===== config.mk =====
export PLATFORM = sky130hd
export DESIGN_NAME = slt_ctrl
export DESIGN_NICKNAME = d
export VERILOG_FILES = /design/src/logic/slt_pkg.sv /design/src/logic/slt_strm_if.sv /design/src/logic/slt_ctrl.sv /design/src/logic/slt_fifo.sv /design/src/logic/slt_tone.sv
export VERILOG_INCLUDE_DIRS = /design/src /design/src/logic
export SDC_FILE = /design/constraint.sdc
export NUM_CORES = 2
export LEC_CHECK = 0
export ABC_AREA = 1
export BUFFER_PORTS_ARGS = -buffer_cell sky130_fd_sc_hd__buf_2
export CAP_MARGIN = 10
export CORE_MARGIN = 5
export CORE_UTILIZATION = 45
export CTS_CLUSTER_SIZE = 25
export DETAILED_ROUTE_END_ITERATION = 8
export SLEW_MARGIN = 20
export SYNTH_ARGS = -nofsm -noshare
export SYNTH_HDL_FRONTEND = slang
export SYNTH_SLANG_ARGS = --single-unit

===== constraint.sdc =====
create_clock -name i_ref_clk -period 11.3 [get_ports i_ref_clk]
set_input_delay 3.39 -clock i_ref_clk [delete_from_list [all_inputs] [get_ports i_ref_clk]]
set_output_delay 3.39 -clock i_ref_clk [all_outputs]
set_load 0.1 [all_outputs]

===== src/logic/slt_map.svh =====
// slt_map.svh: register offsets, field positions, reset values and timing counts
`ifndef SLT_MAP_SVH
`define SLT_MAP_SVH
// register byte offsets
`define SLT_CTRL_OFS     4'h0
`define SLT_TONE_OFS     4'h4
`define SLT_GAIN_OFS     4'h8
`define SLT_STAT_OFS     4'hc
// control field positions
`define SLT_CTRL_SL_DIS  0
`define SLT_CTRL_PRETONE 1
`define SLT_CTRL_TB_EN   2
`define SLT_CTRL_TB_SRC  3
// reset values
`define SLT_CTRL_RST     5'h00
`define SLT_TONE_RST     32'h2000_0555
`define SLT_GAIN_RST     8'h80
`define SLT_GAIN_MAX     8'h80
// tone and level constants
`define SLT_PRETONE_STEP 16'h0222
`define SLT_DROP_MUL     16'h0ccd
`define SLT_HP_ATT       2
// timing
`define SLT_CLK_HZ       20000000
`define SLT_SLATE_HOLD_MS 1000
`define SLT_TONE_HOLD_MS 2000
`define SLT_PRETONE_MS   1000
`define SLT_CYCLE_MS     500
`endif


===== src/logic/slt_pkg.sv =====
// slt_pkg: types shared by the slate, tone and talk back logic
package slt_pkg;
  // switch handling states
  typedef enum logic [5:0] {
    ST_IDLE     = 6'b000001,
    ST_SL_PRESS = 6'b000010,
    ST_SL_LATCH = 6'b000100,
    ST_TN_PRESS = 6'b001000,
    ST_TN_LATCH = 6'b010000,
    ST_WAIT_REL = 6'b100000
  } slt_state_t;
  // small headphone source selection
  typedef enum logic [1:0] {
    TB_OFF   = 2'h0,
    TB_SLATE = 2'h1,
    TB_LEFT  = 2'h2,
    TB_CH1   = 2'h3
  } slt_tb_src_t;
  // one incoming sample frame
  typedef struct packed {
    logic signed [15:0] prog_l;
    logic signed [15:0] prog_r;
    logic signed [15:0] ch1;
    logic signed [15:0] slate;
  } slt_smp_t;
endpackage


===== src/logic/slt_strm_if.sv =====
// slt_strm_if: valid/ready word stream between the fifo and the router
`timescale 1ns/1ns
interface slt_strm_if #(parameter int W = 64);
  logic         valid;
  logic         ready;
  logic [W-1:0] data;
  modport src (output valid, output data, input ready);
  modport snk (input valid, input data, output ready);
endinterface


===== src/logic/slt_ctrl.sv =====
// slt_ctrl: slate mic, tone oscillator and talk back control and routing
// What this block does
// - slate press toggles; hold one second is momentary
// - yellow led when slate or tone latched
// - active slate mutes program, feeds all outputs
// - optional one second 400 hz pre-tone
// - slate disable makes slate side do nothing except the knob-with-slate gain step
// - tone press activates; two second hold latches
// - default tone is 1 khz at reference level
// - tone level and frequency are configurable
// - headphones attenuated while tone active
// - battery press toggles left output -20 db cycling
// - talk back slate only to headphone right
// - talk back: big phones program, small selectable
// - four small headphone source options
// - small headphone gain set by controller with slate
// - battery plus slate gives all-call normal slate
// - slate disable also blocks all-call
// - talk back selection shown on left meter zero
//
// Our own choices: the Avalon-MM register port and the placing of the registers.
`timescale 1ns/1ns
`include "slt_map.svh"
module slt_ctrl #(
  parameter int unsigned P_SLATE_HOLD = `SLT_SLATE_HOLD_MS * (`SLT_CLK_HZ / 1000),
  parameter int unsigned P_TONE_HOLD  = `SLT_TONE_HOLD_MS * (`SLT_CLK_HZ / 1000),
  parameter int unsigned P_PRETONE    = `SLT_PRETONE_MS * (`SLT_CLK_HZ / 1000),
  parameter int unsigned P_CYCLE      = `SLT_CYCLE_MS * (`SLT_CLK_HZ / 1000),
  parameter int          P_DEPTH      = 8
) (
  // clock and reset
  input  wire logic               i_ref_clk,
  input  wire logic               i_rstn,
  // avalon-mm register slave
  input  wire logic [3:0]         i_avs_address,
  input  wire logic               i_avs_read,
  input  wire logic               i_avs_write,
  input  wire logic [31:0]        i_avs_writedata,
  input  wire logic [3:0]         i_avs_byteenable,
  output logic [31:0]             o_avs_readdata,
  output logic                    o_avs_waitrequest,
  // front panel
  input  wire logic               i_sw_slate,
  input  wire logic               i_sw_tone,
  input  wire logic               i_batt_btn,
  input  wire logic               i_hp_step,
  input  wire logic               i_hp_up,
  output logic                    o_led_yellow,
  output logic                    o_meter_zero_led,
  // sample stream in
  input  wire logic               i_in_valid,
  input  wire logic [63:0]        i_in_data,
  output logic                    o_in_ready,
  // sample stream out
  output logic                    o_out_valid,
  input  wire logic               i_out_ready,
  output logic signed [15:0]      o_main_l,
  output logic signed [15:0]      o_main_r,
  output logic signed [15:0]      o_direct,
  output logic signed [15:0]      o_rec_l,
  output logic signed [15:0]      o_rec_r,
  output logic signed [15:0]      o_hp_big_l,
  output logic signed [15:0]      o_hp_big_r,
  output logic signed [15:0]      o_hp_small_l,
  output logic signed [15:0]      o_hp_small_r
);
  // counters wide enough for the longest hold
  localparam int CW = 32;

  // register file
  logic [4:0]  ctrl_q;              // config bits
  logic [31:0] tone_q;              // level high half, phase step low half
  logic [7:0]  gain_q;              // small headphone gain, 0x80 is unity
  logic        ack_q;               // bus answer phase
  // switch handling
  slt_pkg::slt_state_t state_q, state_d;
  logic [CW-1:0] hold_q;            // time in current state
  logic        sl_prev_q;           // edge detect on slate side
  logic        tn_prev_q;           // edge detect on tone side
  logic        bt_prev_q;           // edge detect on battery button
  logic [CW-1:0] pre_q;             // pre-tone time left
  logic        cyc_q;               // left channel cycling on
  logic        drop_q;              // left channel currently dropped
  logic [CW-1:0] per_q;             // cycling half period counter
  logic signed [15:0] tone_smp;     // oscillator output

  // config fields
  wire sl_dis  = ctrl_q[`SLT_CTRL_SL_DIS];
  wire pre_en  = ctrl_q[`SLT_CTRL_PRETONE];
  wire tb_en   = ctrl_q[`SLT_CTRL_TB_EN];
  wire slt_pkg::slt_tb_src_t tb_src = slt_pkg::slt_tb_src_t'(ctrl_q[`SLT_CTRL_TB_SRC +: 2]);

  // panel edges
  wire sl_rise = i_sw_slate & ~sl_prev_q;
  wire tn_rise = i_sw_tone & ~tn_prev_q;
  wire bt_rise = i_batt_btn & ~bt_prev_q;

  // activity decode
  wire sl_act   = (state_q == slt_pkg::ST_SL_PRESS) | (state_q == slt_pkg::ST_SL_LATCH);
  wire tn_act   = (state_q == slt_pkg::ST_TN_PRESS) | (state_q == slt_pkg::ST_TN_LATCH);
  wire allcall  = tb_en & sl_act & i_batt_btn & ~sl_dis;
  wire sl_norm  = sl_act & (~tb_en | allcall);
  wire sl_talk  = sl_act & tb_en & ~allcall;
  wire pre_on   = (pre_q != '0);

  // bus decode
  wire req      = i_avs_read | i_avs_write;
  wire wr_take  = i_avs_write & ack_q;
  wire hit_ctrl = (i_avs_address == `SLT_CTRL_OFS);
  wire hit_tone = (i_avs_address == `SLT_TONE_OFS);
  wire hit_gain = (i_avs_address == `SLT_GAIN_OFS);
  wire hit_stat = (i_avs_address == `SLT_STAT_OFS);
  wire [31:0] be_m = {{8{i_avs_byteenable[3]}}, {8{i_avs_byteenable[2]}},
                      {8{i_avs_byteenable[1]}}, {8{i_avs_byteenable[0]}}};
  wire [31:0] stat_w = {21'h0, drop_q, cyc_q, pre_on, allcall, o_led_yellow, state_q};
  wire [31:0] rd_mux = hit_ctrl ? {27'h0, ctrl_q} :
                       hit_tone ? tone_q :
                       hit_gain ? {24'h0, gain_q} :
                       hit_stat ? stat_w : 32'h0;
  wire [31:0] tone_w = (tone_q & ~be_m) | (i_avs_writedata & be_m);

  // one wait cycle on every access, answer on the second edge
  assign o_avs_waitrequest = req & ~ack_q;

  // indicators
  assign o_led_yellow     = (state_q == slt_pkg::ST_SL_LATCH) |
                            (state_q == slt_pkg::ST_TN_LATCH);
  assign o_meter_zero_led = tb_en;

  // bus answer and read data
  always_ff @(posedge i_ref_clk or negedge i_rstn) begin
    if (!i_rstn) begin
      ack_q          <= 1'b0;
      o_avs_readdata <= '0;
    end else begin
      ack_q <= req & ~ack_q;
      if (i_avs_read & ~ack_q) o_avs_readdata <= rd_mux;
    end
  end

  // config registers; a bus write to gain overrides a knob step in the same cycle
  always_ff @(posedge i_ref_clk or negedge i_rstn) begin
    if (!i_rstn) begin
      ctrl_q <= `SLT_CTRL_RST;
      tone_q <= `SLT_TONE_RST;
      gain_q <= `SLT_GAIN_RST;
    end else begin
      if (wr_take & hit_ctrl & i_avs_byteenable[0]) ctrl_q <= i_avs_writedata[4:0];
      if (wr_take & hit_tone) tone_q <= tone_w;
      // knob turn while slate held sets boom feed level
      if (tb_en & i_sw_slate & i_hp_step) begin
        if (i_hp_up & (gain_q < `SLT_GAIN_MAX)) gain_q <= gain_q + 8'h01;
        else if (~i_hp_up & (gain_q != 8'h00)) gain_q <= gain_q - 8'h01;
      end
      if (wr_take & hit_gain & i_avs_byteenable[0]) gain_q <= i_avs_writedata[7:0];
    end
  end

  // switch state machine
  always_comb begin
    state_d = state_q;
    unique case (state_q)
      slt_pkg::ST_IDLE: begin
        if (sl_rise & ~sl_dis) state_d = slt_pkg::ST_SL_PRESS;
        else if (tn_rise) state_d = slt_pkg::ST_TN_PRESS;
      end
      slt_pkg::ST_SL_PRESS: begin
        if (sl_dis) state_d = slt_pkg::ST_IDLE;
        else if (tn_rise) state_d = slt_pkg::ST_TN_PRESS;
        else if (!i_sw_slate) begin
          // long hold means momentary, short press latches
          state_d = (hold_q >= CW'(P_SLATE_HOLD)) ? slt_pkg::ST_IDLE
                                                  : slt_pkg::ST_SL_LATCH;
        end
      end
      slt_pkg::ST_SL_LATCH: begin
        if (sl_dis) state_d = slt_pkg::ST_IDLE;
        else if (tn_rise) state_d = slt_pkg::ST_TN_PRESS;
        else if (sl_rise) state_d = slt_pkg::ST_WAIT_REL;
      end
      slt_pkg::ST_TN_PRESS: begin
        if (sl_rise & ~sl_dis) state_d = slt_pkg::ST_SL_PRESS;
        else if (!i_sw_tone) state_d = slt_pkg::ST_IDLE;
        else if (hold_q >= CW'(P_TONE_HOLD)) state_d = slt_pkg::ST_TN_LATCH;
      end
      slt_pkg::ST_TN_LATCH: begin
        if (sl_rise & ~sl_dis) state_d = slt_pkg::ST_SL_PRESS;
        else if (tn_rise) state_d = slt_pkg::ST_WAIT_REL;
      end
      slt_pkg::ST_WAIT_REL: begin
        // turning off ends only once the switch is back at centre
        if (!i_sw_slate & !i_sw_tone) state_d = slt_pkg::ST_IDLE;
      end
      default: state_d = slt_pkg::ST_IDLE;
    endcase
  end

  // state, hold timer and panel edges
  always_ff @(posedge i_ref_clk or negedge i_rstn) begin
    if (!i_rstn) begin
      state_q   <= slt_pkg::ST_IDLE;
      hold_q    <= '0;
      sl_prev_q <= 1'b0;
      tn_prev_q <= 1'b0;
      bt_prev_q <= 1'b0;
    end else begin
      state_q   <= state_d;
      hold_q    <= (state_d != state_q) ? '0 : (hold_q == '1 ? hold_q : hold_q + 1'b1);
      sl_prev_q <= i_sw_slate;
      tn_prev_q <= i_sw_tone;
      bt_prev_q <= i_batt_btn;
    end
  end

  // pre-tone timer starts on each slate activation
  wire sl_start = (state_d == slt_pkg::ST_SL_PRESS) & (state_q != slt_pkg::ST_SL_PRESS);
  always_ff @(posedge i_ref_clk or negedge i_rstn) begin
    if (!i_rstn) pre_q <= '0;
    else if (sl_start & pre_en) pre_q <= CW'(P_PRETONE);
    else if (!sl_act) pre_q <= '0;
    else if (pre_on) pre_q <= pre_q - 1'b1;
  end

  // left channel cycling; tone off always ends it
  always_ff @(posedge i_ref_clk or negedge i_rstn) begin
    if (!i_rstn) begin
      cyc_q  <= 1'b0;
      drop_q <= 1'b0;
      per_q  <= '0;
    end else if (!tn_act) begin
      cyc_q  <= 1'b0;
      drop_q <= 1'b0;
      per_q  <= '0;
    end else begin
      if (bt_rise) cyc_q <= ~cyc_q;
      if (!cyc_q | bt_rise) begin
        drop_q <= 1'b0;
        per_q  <= '0;
      end else if (per_q >= CW'(P_CYCLE - 1)) begin
        drop_q <= ~drop_q;
        per_q  <= '0;
      end else begin
        per_q  <= per_q + 1'b1;
      end
    end
  end

  // sample stream: fifo in front of the router
  slt_strm_if #(.W(64)) q_if ();
  slt_fifo #(
    .W (64),
    .D (P_DEPTH)
  ) u_fifo (
    .i_ref_clk (i_ref_clk),
    .i_rstn    (i_rstn),
    .i_valid   (i_in_valid),
    .i_data    (i_in_data),
    .o_ready   (o_in_ready),
    .o_q       (q_if.src)
  );
  // output register stalls the fifo when downstream holds off
  assign q_if.ready = i_out_ready | ~o_out_valid;
  wire take = q_if.valid & q_if.ready;
  slt_pkg::slt_smp_t smp;
  assign smp = slt_pkg::slt_smp_t'(q_if.data);

  // oscillator, forced to 400 hz during pre-tone
  slt_tone u_tone (
    .i_ref_clk (i_ref_clk),
    .i_rstn    (i_rstn),
    .i_adv     (take),
    .i_step    (pre_on ? `SLT_PRETONE_STEP : tone_q[15:0]),
    .i_level   (tone_q[31:16]),
    .o_smp     (tone_smp)
  );

  // half-sum mix never overflows
  function automatic logic signed [15:0] mix(input logic signed [15:0] a,
                                              input logic signed [15:0] b);
    mix = (a >>> 1) + (b >>> 1);
  endfunction
  // gain scaling, 0x80 unity; values above unity are clamped
  function automatic logic signed [15:0] scl(input logic signed [15:0] x,
                                              input logic [7:0] g);
    logic signed [24:0] p;
    p   = x * $signed({1'b0, (g > `SLT_GAIN_MAX) ? `SLT_GAIN_MAX : g});
    scl = p[22:7];
  endfunction
  // -20 db drop for the cycling left output
  function automatic logic signed [15:0] drp(input logic signed [15:0] x);
    logic signed [32:0] p;
    p   = x * $signed({1'b0, `SLT_DROP_MUL});
    drp = p[30:15];
  endfunction

  // routed samples
  wire signed [15:0] slate_s = pre_on ? tone_smp : smp.slate;
  wire signed [15:0] main_l  = sl_norm ? slate_s :
                               tn_act  ? (drop_q ? drp(tone_smp) : tone_smp) :
                               smp.prog_l;
  wire signed [15:0] main_r  = sl_norm ? slate_s : tn_act ? tone_smp : smp.prog_r;
  wire signed [15:0] dir_s   = sl_norm ? slate_s : tn_act ? tone_smp : smp.ch1;
  // big phones follow program; talk back slate rides on the right only
  wire signed [15:0] hpb_l   = tn_act ? (main_l >>> `SLT_HP_ATT) : main_l;
  wire signed [15:0] hpb_r0  = tn_act ? (main_r >>> `SLT_HP_ATT) : main_r;
  wire signed [15:0] hpb_r   = sl_talk ? mix(hpb_r0, slate_s) : hpb_r0;
  wire signed [15:0] tb_sl   = sl_talk ? slate_s : 16'sh0000;
  // small phones picked by the talk back source while in talk back
  logic signed [15:0] hps_l, hps_r;
  always_comb begin
    hps_l = hpb_l;
    hps_r = hpb_r;
    if (tb_en & ~allcall) begin
      unique case (tb_src)
        slt_pkg::TB_OFF: begin
          hps_l = hpb_l;
          hps_r = hpb_r;
        end
        slt_pkg::TB_SLATE: begin
          hps_l = 16'sh0000;
          hps_r = tb_sl;
        end
        slt_pkg::TB_LEFT: begin
          hps_l = smp.prog_l;
          hps_r = mix(smp.prog_l, tb_sl);
        end
        slt_pkg::TB_CH1: begin
          hps_l = smp.ch1;
          hps_r = mix(smp.ch1, tb_sl);
        end
      endcase
      hps_l = scl(hps_l, gain_q);
      hps_r = scl(hps_r, gain_q);
    end
  end

  // output sample register
  always_ff @(posedge i_ref_clk or negedge i_rstn) begin
    if (!i_rstn) begin
      o_out_valid  <= 1'b0;
      o_main_l     <= '0;
      o_main_r     <= '0;
      o_direct     <= '0;
      o_rec_l      <= '0;
      o_rec_r      <= '0;
      o_hp_big_l   <= '0;
      o_hp_big_r   <= '0;
      o_hp_small_l <= '0;
      o_hp_small_r <= '0;
    end else if (q_if.ready) begin
      o_out_valid  <= q_if.valid;
      if (take) begin
        o_main_l     <= main_l;
        o_main_r     <= main_r;
        o_direct     <= dir_s;
        o_rec_l      <= main_l;
        o_rec_r      <= main_r;
        o_hp_big_l   <= hpb_l;
        o_hp_big_r   <= hpb_r;
        o_hp_small_l <= hps_l;
        o_hp_small_r <= hps_r;
      end
    end
  end
endmodule // slt_ctrl


===== src/logic/slt_fifo.sv =====
// slt_fifo: sample fifo with plain fill side and interface drain side
`timescale 1ns/1ns
module slt_fifo #(
  parameter int W = 64,
  parameter int D = 8
) (
  // clock and reset
  input  wire logic         i_ref_clk,
  input  wire logic         i_rstn,
  // fill side
  input  wire logic         i_valid,
  input  wire logic [W-1:0] i_data,
  output logic              o_ready,
  // drain side
  slt_strm_if.src           o_q
);
  localparam int AW = $clog2(D);
  logic [W-1:0] mem [D];            // sample storage
  logic [AW-1:0] wp_q;              // write pointer
  logic [AW-1:0] rp_q;              // read pointer
  logic [AW:0]   cnt_q;             // fill level
  wire           push = i_valid & o_ready;
  wire           pop  = o_q.valid & o_q.ready;

  assign o_ready   = (cnt_q < (AW+1)'(D));
  assign o_q.valid = (cnt_q != '0);
  assign o_q.data  = mem[rp_q];

  // storage has no reset, only pointers do
  always_ff @(posedge i_ref_clk) begin
    if (push) mem[wp_q] <= i_data;
  end

  // pointers wrap at depth
  always_ff @(posedge i_ref_clk or negedge i_rstn) begin
    if (!i_rstn) begin
      wp_q  <= '0;
      rp_q  <= '0;
      cnt_q <= '0;
    end else begin
      if (push) wp_q <= (wp_q == AW'(D-1)) ? '0 : wp_q + 1'b1;
      if (pop)  rp_q <= (rp_q == AW'(D-1)) ? '0 : rp_q + 1'b1;
      cnt_q <= cnt_q + (AW+1)'(push) - (AW+1)'(pop);
    end
  end
endmodule // slt_fifo


===== src/logic/slt_tone.sv =====
// slt_tone: phase accumulator sine oscillator with level scaling
`timescale 1ns/1ns
module slt_tone (
  // clock and reset
  input  wire logic               i_ref_clk,
  input  wire logic               i_rstn,
  // control
  input  wire logic               i_adv,
  input  wire logic [15:0]        i_step,
  input  wire logic [15:0]        i_level,
  // sample out
  output logic signed [15:0]      o_smp
);
  // quarter wave magnitudes at 22.5 degree steps
  localparam logic [15:0] QTAB [5] = '{16'h0000, 16'h30fc, 16'h5a82, 16'h7642, 16'h7fff};
  logic [15:0] ph_q;                // phase accumulator
  wire  [1:0]  quad = ph_q[15:14];
  wire  [1:0]  k    = ph_q[13:12];
  wire  [2:0]  idx  = quad[0] ? 3'h4 - {1'b0, k} : {1'b0, k};
  wire  [15:0] mag  = QTAB[idx];
  wire  signed [15:0] raw = quad[1] ? -$signed(mag) : $signed(mag);
  wire  signed [32:0] prod = raw * $signed({1'b0, i_level});

  // phase and output advance once per sample
  always_ff @(posedge i_ref_clk or negedge i_rstn) begin
    if (!i_rstn) begin
      ph_q  <= '0;
      o_smp <= '0;
    end else if (i_adv) begin
      ph_q  <= ph_q + i_step;
      o_smp <= prod[30:15];
    end
  end
endmodule // slt_tone


# Word level (Yosys, flattened, before mapping)
# Memories as Yosys holds them, arrays and structs flattened.
# Index checks and enable logic that the tools add are counted.
# classes
eq_ne	22
addsub	15
div_mod_pow	0
magnitude_cmp	7
n_mux	65
shifts	0
multipliers	4
bitwise	50
n_reduce_logical	12
# ops
op	count
32-bit 2-to-1 mux	10
16-bit 2-to-1 mux	18
16-bit case mux with 4 select lines	2
6-bit 2-to-1 mux	14
32-bit by 1-bit adder with 32-bit output, second input constant	2
32-bit AND	2
15-bit by 15-bit adder with 16-bit output	3
16-bit by 9-bit multiplier with 23-bit output	2
8-bit 2-to-1 mux	5
6-bit case mux with 6 select lines	1
32-bit equality test, second input constant	1
32-bit by 24-bit >= comparator with 1-bit output, second input constant	1
32-bit by 25-bit >= comparator with 1-bit output, second input constant	1
32-bit by 26-bit >= comparator with 1-bit output, second input constant	1
32-bit inverter	1
32-bit bitwise OR	1
32-bit nonzero test	1
32-bit by 1-bit subtractor with 32-bit output, second input constant	1
16-bit by 17-bit multiplier with 31-bit output	1
15-bit 2-to-1 mux	2
16-bit by 13-bit multiplier with 29-bit output, second input constant	1
1-bit AND	27
11-bit 2-to-1 mux	2
16-bit adder	1
39 further kinds	74
# word_totals
elab_cells	204
out_inout_bits	181
latchBits	0
register_bits	340
mem_count	2
ramBits	512
mem_bits_ro	128
# mem_list
name	words	width	read_ports	rd_ports_with_merged_regs	write_ports	line	rtl
u_fifo.mem	8	64	1	0	1	slt_fifo.sv:18	logic [W-1:0] mem [D];
(name not given)	8	16	1	0	0	slt_tone.sv:20	wire [15:0] mag = QTAB[idx];

# Depth between registers and ports, before layout
# logic_depth
word_depth	15
ltp_mapped	53
ltp_nobuf	52

# Modules after synthesis
# Synthesis repeated with hierarchy kept, for this count alone.
# unflattened
hier_cells	7712
area_unflattened_um2	63748.6
# by_module_without_submodules
module	n_inst	cells_per_inst	area_per_inst_um2	seq_area_each_um2
slt_ctrl	1	3985	30021.3	7443.4
slt_fifo	1	2282	22869.4	15625.0
slt_tone	1	1445	10857.9	800.8

# Worst setup path after synthesis
# Ideal clock, no wire load.
# synth_path
path_kind	input-to-reg
start	input i_batt_btn
end	register o_hp_small_r[15]
path_stages	48
setup_ns	0.120
slack_ns	1.371
t_arrival_ns	9.809
path_buffers	0
path_cell_list	inv_1 > nor3_1 > o21ai_2 > inv_4 > nand2_4 > nand2_1 > inv_1 > o21ai_0 > ha_1 > inv_1 > fa_1 > inv_1 > nand3_1 > nand2_1 > nand2_1 > nand3_1 > a21oi_1 > o21bai_1 > [12 not listed] > fa_1 > inv_1 > fa_1 > inv_1 > fa_1 > inv_1 > fa_1 > ha_1 > inv_1 > o21ai_0 > a31oi_1 > o21ai_0 > a21oi_1 > nand2_1 > nand2_1 > nand3_1 > nand2_1 > nand2_1
# synth_via
elab_chain_len	12
# synth_rtl
item	line	rtl
start, declared	slt_ctrl.sv:45	input wire logic i_batt_btn,
1-bit AND (*) (2 in a row)	slt_ctrl.sv:101	wire allcall = tb_en & sl_act & i_batt_btn & ~sl_dis;
1-bit bitwise OR	slt_ctrl.sv:102	wire sl_norm = sl_act & (~tb_en | allcall);
1-bit AND	slt_ctrl.sv:102	
16-bit 2-to-1 mux	slt_ctrl.sv:301	wire signed [15:0] main_r = sl_norm ? slate_s : tn_act ? tone_smp : smp.prog_r;
15-bit 2-to-1 mux	slt_ctrl.sv:305	wire signed [15:0] hpb_r0 = tn_act ? (main_r >>> `SLT_HP_ATT) : main_r;
15-bit by 15-bit adder with 16-bit output	slt_ctrl.sv:280	mix = (a >>> 1) + (b >>> 1);
16-bit 2-to-1 mux	slt_ctrl.sv:306	wire signed [15:0] hpb_r = sl_talk ? mix(hpb_r0, slate_s) : hpb_r0;
16-bit case mux with 4 select lines	slt_ctrl.sv:314	unique case (tb_src)
16-bit 2-to-1 mux	slt_ctrl.sv:313	if (tb_en & ~allcall) begin
16-bit by 9-bit multiplier with 23-bit output	slt_ctrl.sv:286	p = x * $signed({1'b0, (g > `SLT_GAIN_MAX) ? `SLT_GAIN_MAX : g});
16-bit 2-to-1 mux (*)	slt_ctrl.sv:313	
end signal, assigned	slt_ctrl.sv:361	o_hp_small_r <= hps_r;
end, declared	slt_ctrl.sv:65	output logic signed [15:0] o_hp_small_r
# Mark *: on every way between the ends. The rest lies on a longest branch, timed or not. The select of a mux whose other input is x is not followed.
# A chain may end at the register's enable or synchronous reset.

# Worst setup path in the final report
# Same ends and word-level chain as after synthesis.

==> metrics.cfg <==
[timing]
fin_crit_ns=10.66
setup_viol_count_final=0
fin_ws_ns=0.640
fmax_mhz=93.8
slew_headroom_pct=24.5
rsz0062_at_grt=no
period_share_pct=94.3
tightestPinTransition_ns=1.12
finalClockSkew_ns=0.0497
tns_ns=0
finalHoldViolCount=0
slew_viol_final=0

[die]
die-area_um2=141000
coreArea_um2=133000
start_util_pct=45.2
io_pins=296
die_h_um=376
rows=134
die_x_um=376

[synth]
synth_mux_area_share_pct=0.0166
synthXorXnorAreaFrac_pct=2.27
yosys_warnings=0
synth_top_area_share_pct=25.5
synth_edf_count=512
synthSimpleGateAreaFrac_pct=16.8
yosysSeqAreaShare_pct=39.6
netlist_instances=6720
avgSynthCellArea_um2=8.97
synth_top_area_cell=edfxtp_1
synthFlopType=edfxtp_1
ys_types=71
synth-compound-area-share_pct=10.5
syn-cell-area_um2=60300
ys_seq_elements=851
synth_top_family_by_area=adder cells
synth_area_leaders=edfxtp_1, fa_1, dfrtp_1
synthAdderAreaFrac_pct=21.9
synthArstFlopShare_pct=39.8

[clocking]
clock_latency_ns=0.72
postCtsHoldBufs=0
clk_pin_slew_ns=0.06
cts.repair.resized=0
cts_root_buf=clkbuf_16
clockBufferDepth=3
numCtsBuffers=94
h-tree-depth=3
postCtsSetupRepairBufs=0
cts_sinks=851
cts_tree=yes

[layout]
nets=7807
final_area_um2=66300
syn_to_final_growth_pct=10.0
layout-drive-gt1-share_pct=8.91

[routing]
ant_nets=0
via_count=47200
totalWireLength_um=179000
routed_via_density=5.39
wl_per_cell_um=20.5
route.detailed.drc=0
firstDrtPassIters=8
dr.first_iter.drc_count=3753

[global_routing]
grt_max_degree=149
track_usage_pct=25.3
overflow=0
grt_pass1_wl_um=278000
grt_pass1_vias=47200
antenna_found_initial=24

[setup_path]
worstPathRequired_ns=11.88
cp-start-kind=primary input
worstPathMaxFanout=8
cpPeakStageDelay_ns=0.57
end_kind=flop
cp_data_arrival_time_ns=11.24
path_class=in2reg
cpMaxStageDelayCell=nor3_1

[placed_design]
hpwl_um=134000
dp_worst_setup_slack_ns=0.0420
io_buffers=295
gp_congestion=0.940
postPlaceCellArea_um2=63200

[min_path]
hold_path_class=reg2reg

[run]
drv_cap=0

[outcome]
status=completed

per-layer routing:
| layer | vias up | part of all wire [%] | GRT usage (%) |
|---|---|---|---|
| met1 | 23200 | 43 | 34.4 |
| met4 | 12 | 3.4 | 7.84 |
| met5 | - | 0.048 | 0 |
| met3 | 285 | 7.2 | 4.92 |
| li1 | 22100 | - | - |
| met2 | 1562 | 46 | 41.0 |
per-stage QoR:
stage	cells	util (%)	hold slack [ns]
after global routing	8753	49.7	0.497
after floorplan	6727	-	0.433
after global placement	8578	47.4	0.459
final	8763	49.7	0.474
after detailed placement	8578	47.4	0.454
after CTS	8751	49.7	0.467
final cells by class:
cell class / instances / area [um2]
fillers: 12700 / 67000
multi-input cells: 4548 / 31100
flip-flops and latches: 851 / 23900
inverters: 1045 / 3940
clock buffers: 121 / 2530
well taps: 1768 / 2210
repair buffers: 366 / 2040
clock inverters: 52 / 517
diodes: 12 / 30.0
path summary, 6_finish.rpt:
kind / from / end / slack (ns) / cells past startpoint
max: i_batt_btn / o_hp_small_r[15] / 0.64 / 49
min: per_q[0] / per_q[0] / 0.47 / 1
max reg2reg: u_tone.o_smp[13] / o_hp_small_l[15] / 0.94 / 41
min reg2reg: per_q[0] / per_q[0] / 0.47 / 1
max in group asynchronous: i_rstn / u_fifo.rp_q[0] / 7.19 / 2
min in group asynchronous: i_rstn / async pin / 2.68 / 1
cell families (layout without fill, tap and decap cells):
kind of cell	count (synthesis)	in the layout
compound gates	1118	1118
xor+xnor	156	156
fa+ha+maj	786	786
buf+inv	1328	1584
flops	851	851
mux	1	1
other cells	1	20
simple gates	2479	2479
state kept, by name (all words and copies together) (netlist names), 32 cells and up, named ones only:
register	flops
hold_q	32
o_avs_readdata	32
per_q	32
pre_q	32
u_fifo.mem	512
cell usage in the layout, fill, tap and decap left out, drive strengths merged, types with 18 or more instances in the layout:
cell type and count:
or2 23, nor2 825, a21oi 297, o21a 18, edfxtp 512, dfrtp 330
o31ai 24, a31oi 40, nand4 29, o22ai 87, fa 449, o211ai 24
ha 337, clkinv 45, inv 1043, o21ai 536, xnor2 60, nor3 62
nand3 202, xor2 96, o221ai 28, nor4 31, buf 366, nand2 1276
clkbuf 121
cell usage after synthesis (27+ instances only):
master	instances
nand2_1	1250
inv_1	1032
nor2_1	818
edfxtp_1	512
o21ai_0	503
fa_1	449
ha_1	337
dfrtp_1	330
a21oi_1	290
nand3_1	195
clkbuf_1	147
xor2_1	96
o22ai_1	87
xnor2_1	60
nor3_1	58
buf_4	57
buf_2	49
a31oi_1	40
nor4_1	30
nand4_1	29
o221ai_1	28
o21ai_1	27
critical path, delay by kind of cell:
family	cells	cell delay (ns)
buffers and inverters	12	1.10
AOI/OAI and AO/OA	11	1.71
and+or+nand+nor	19	2.03
adders and majority gates	7	3.01
Power is left out: the tool's default activity adds up to more than one toggle a clock period on the data nets, which glitch-free logic cannot reach.
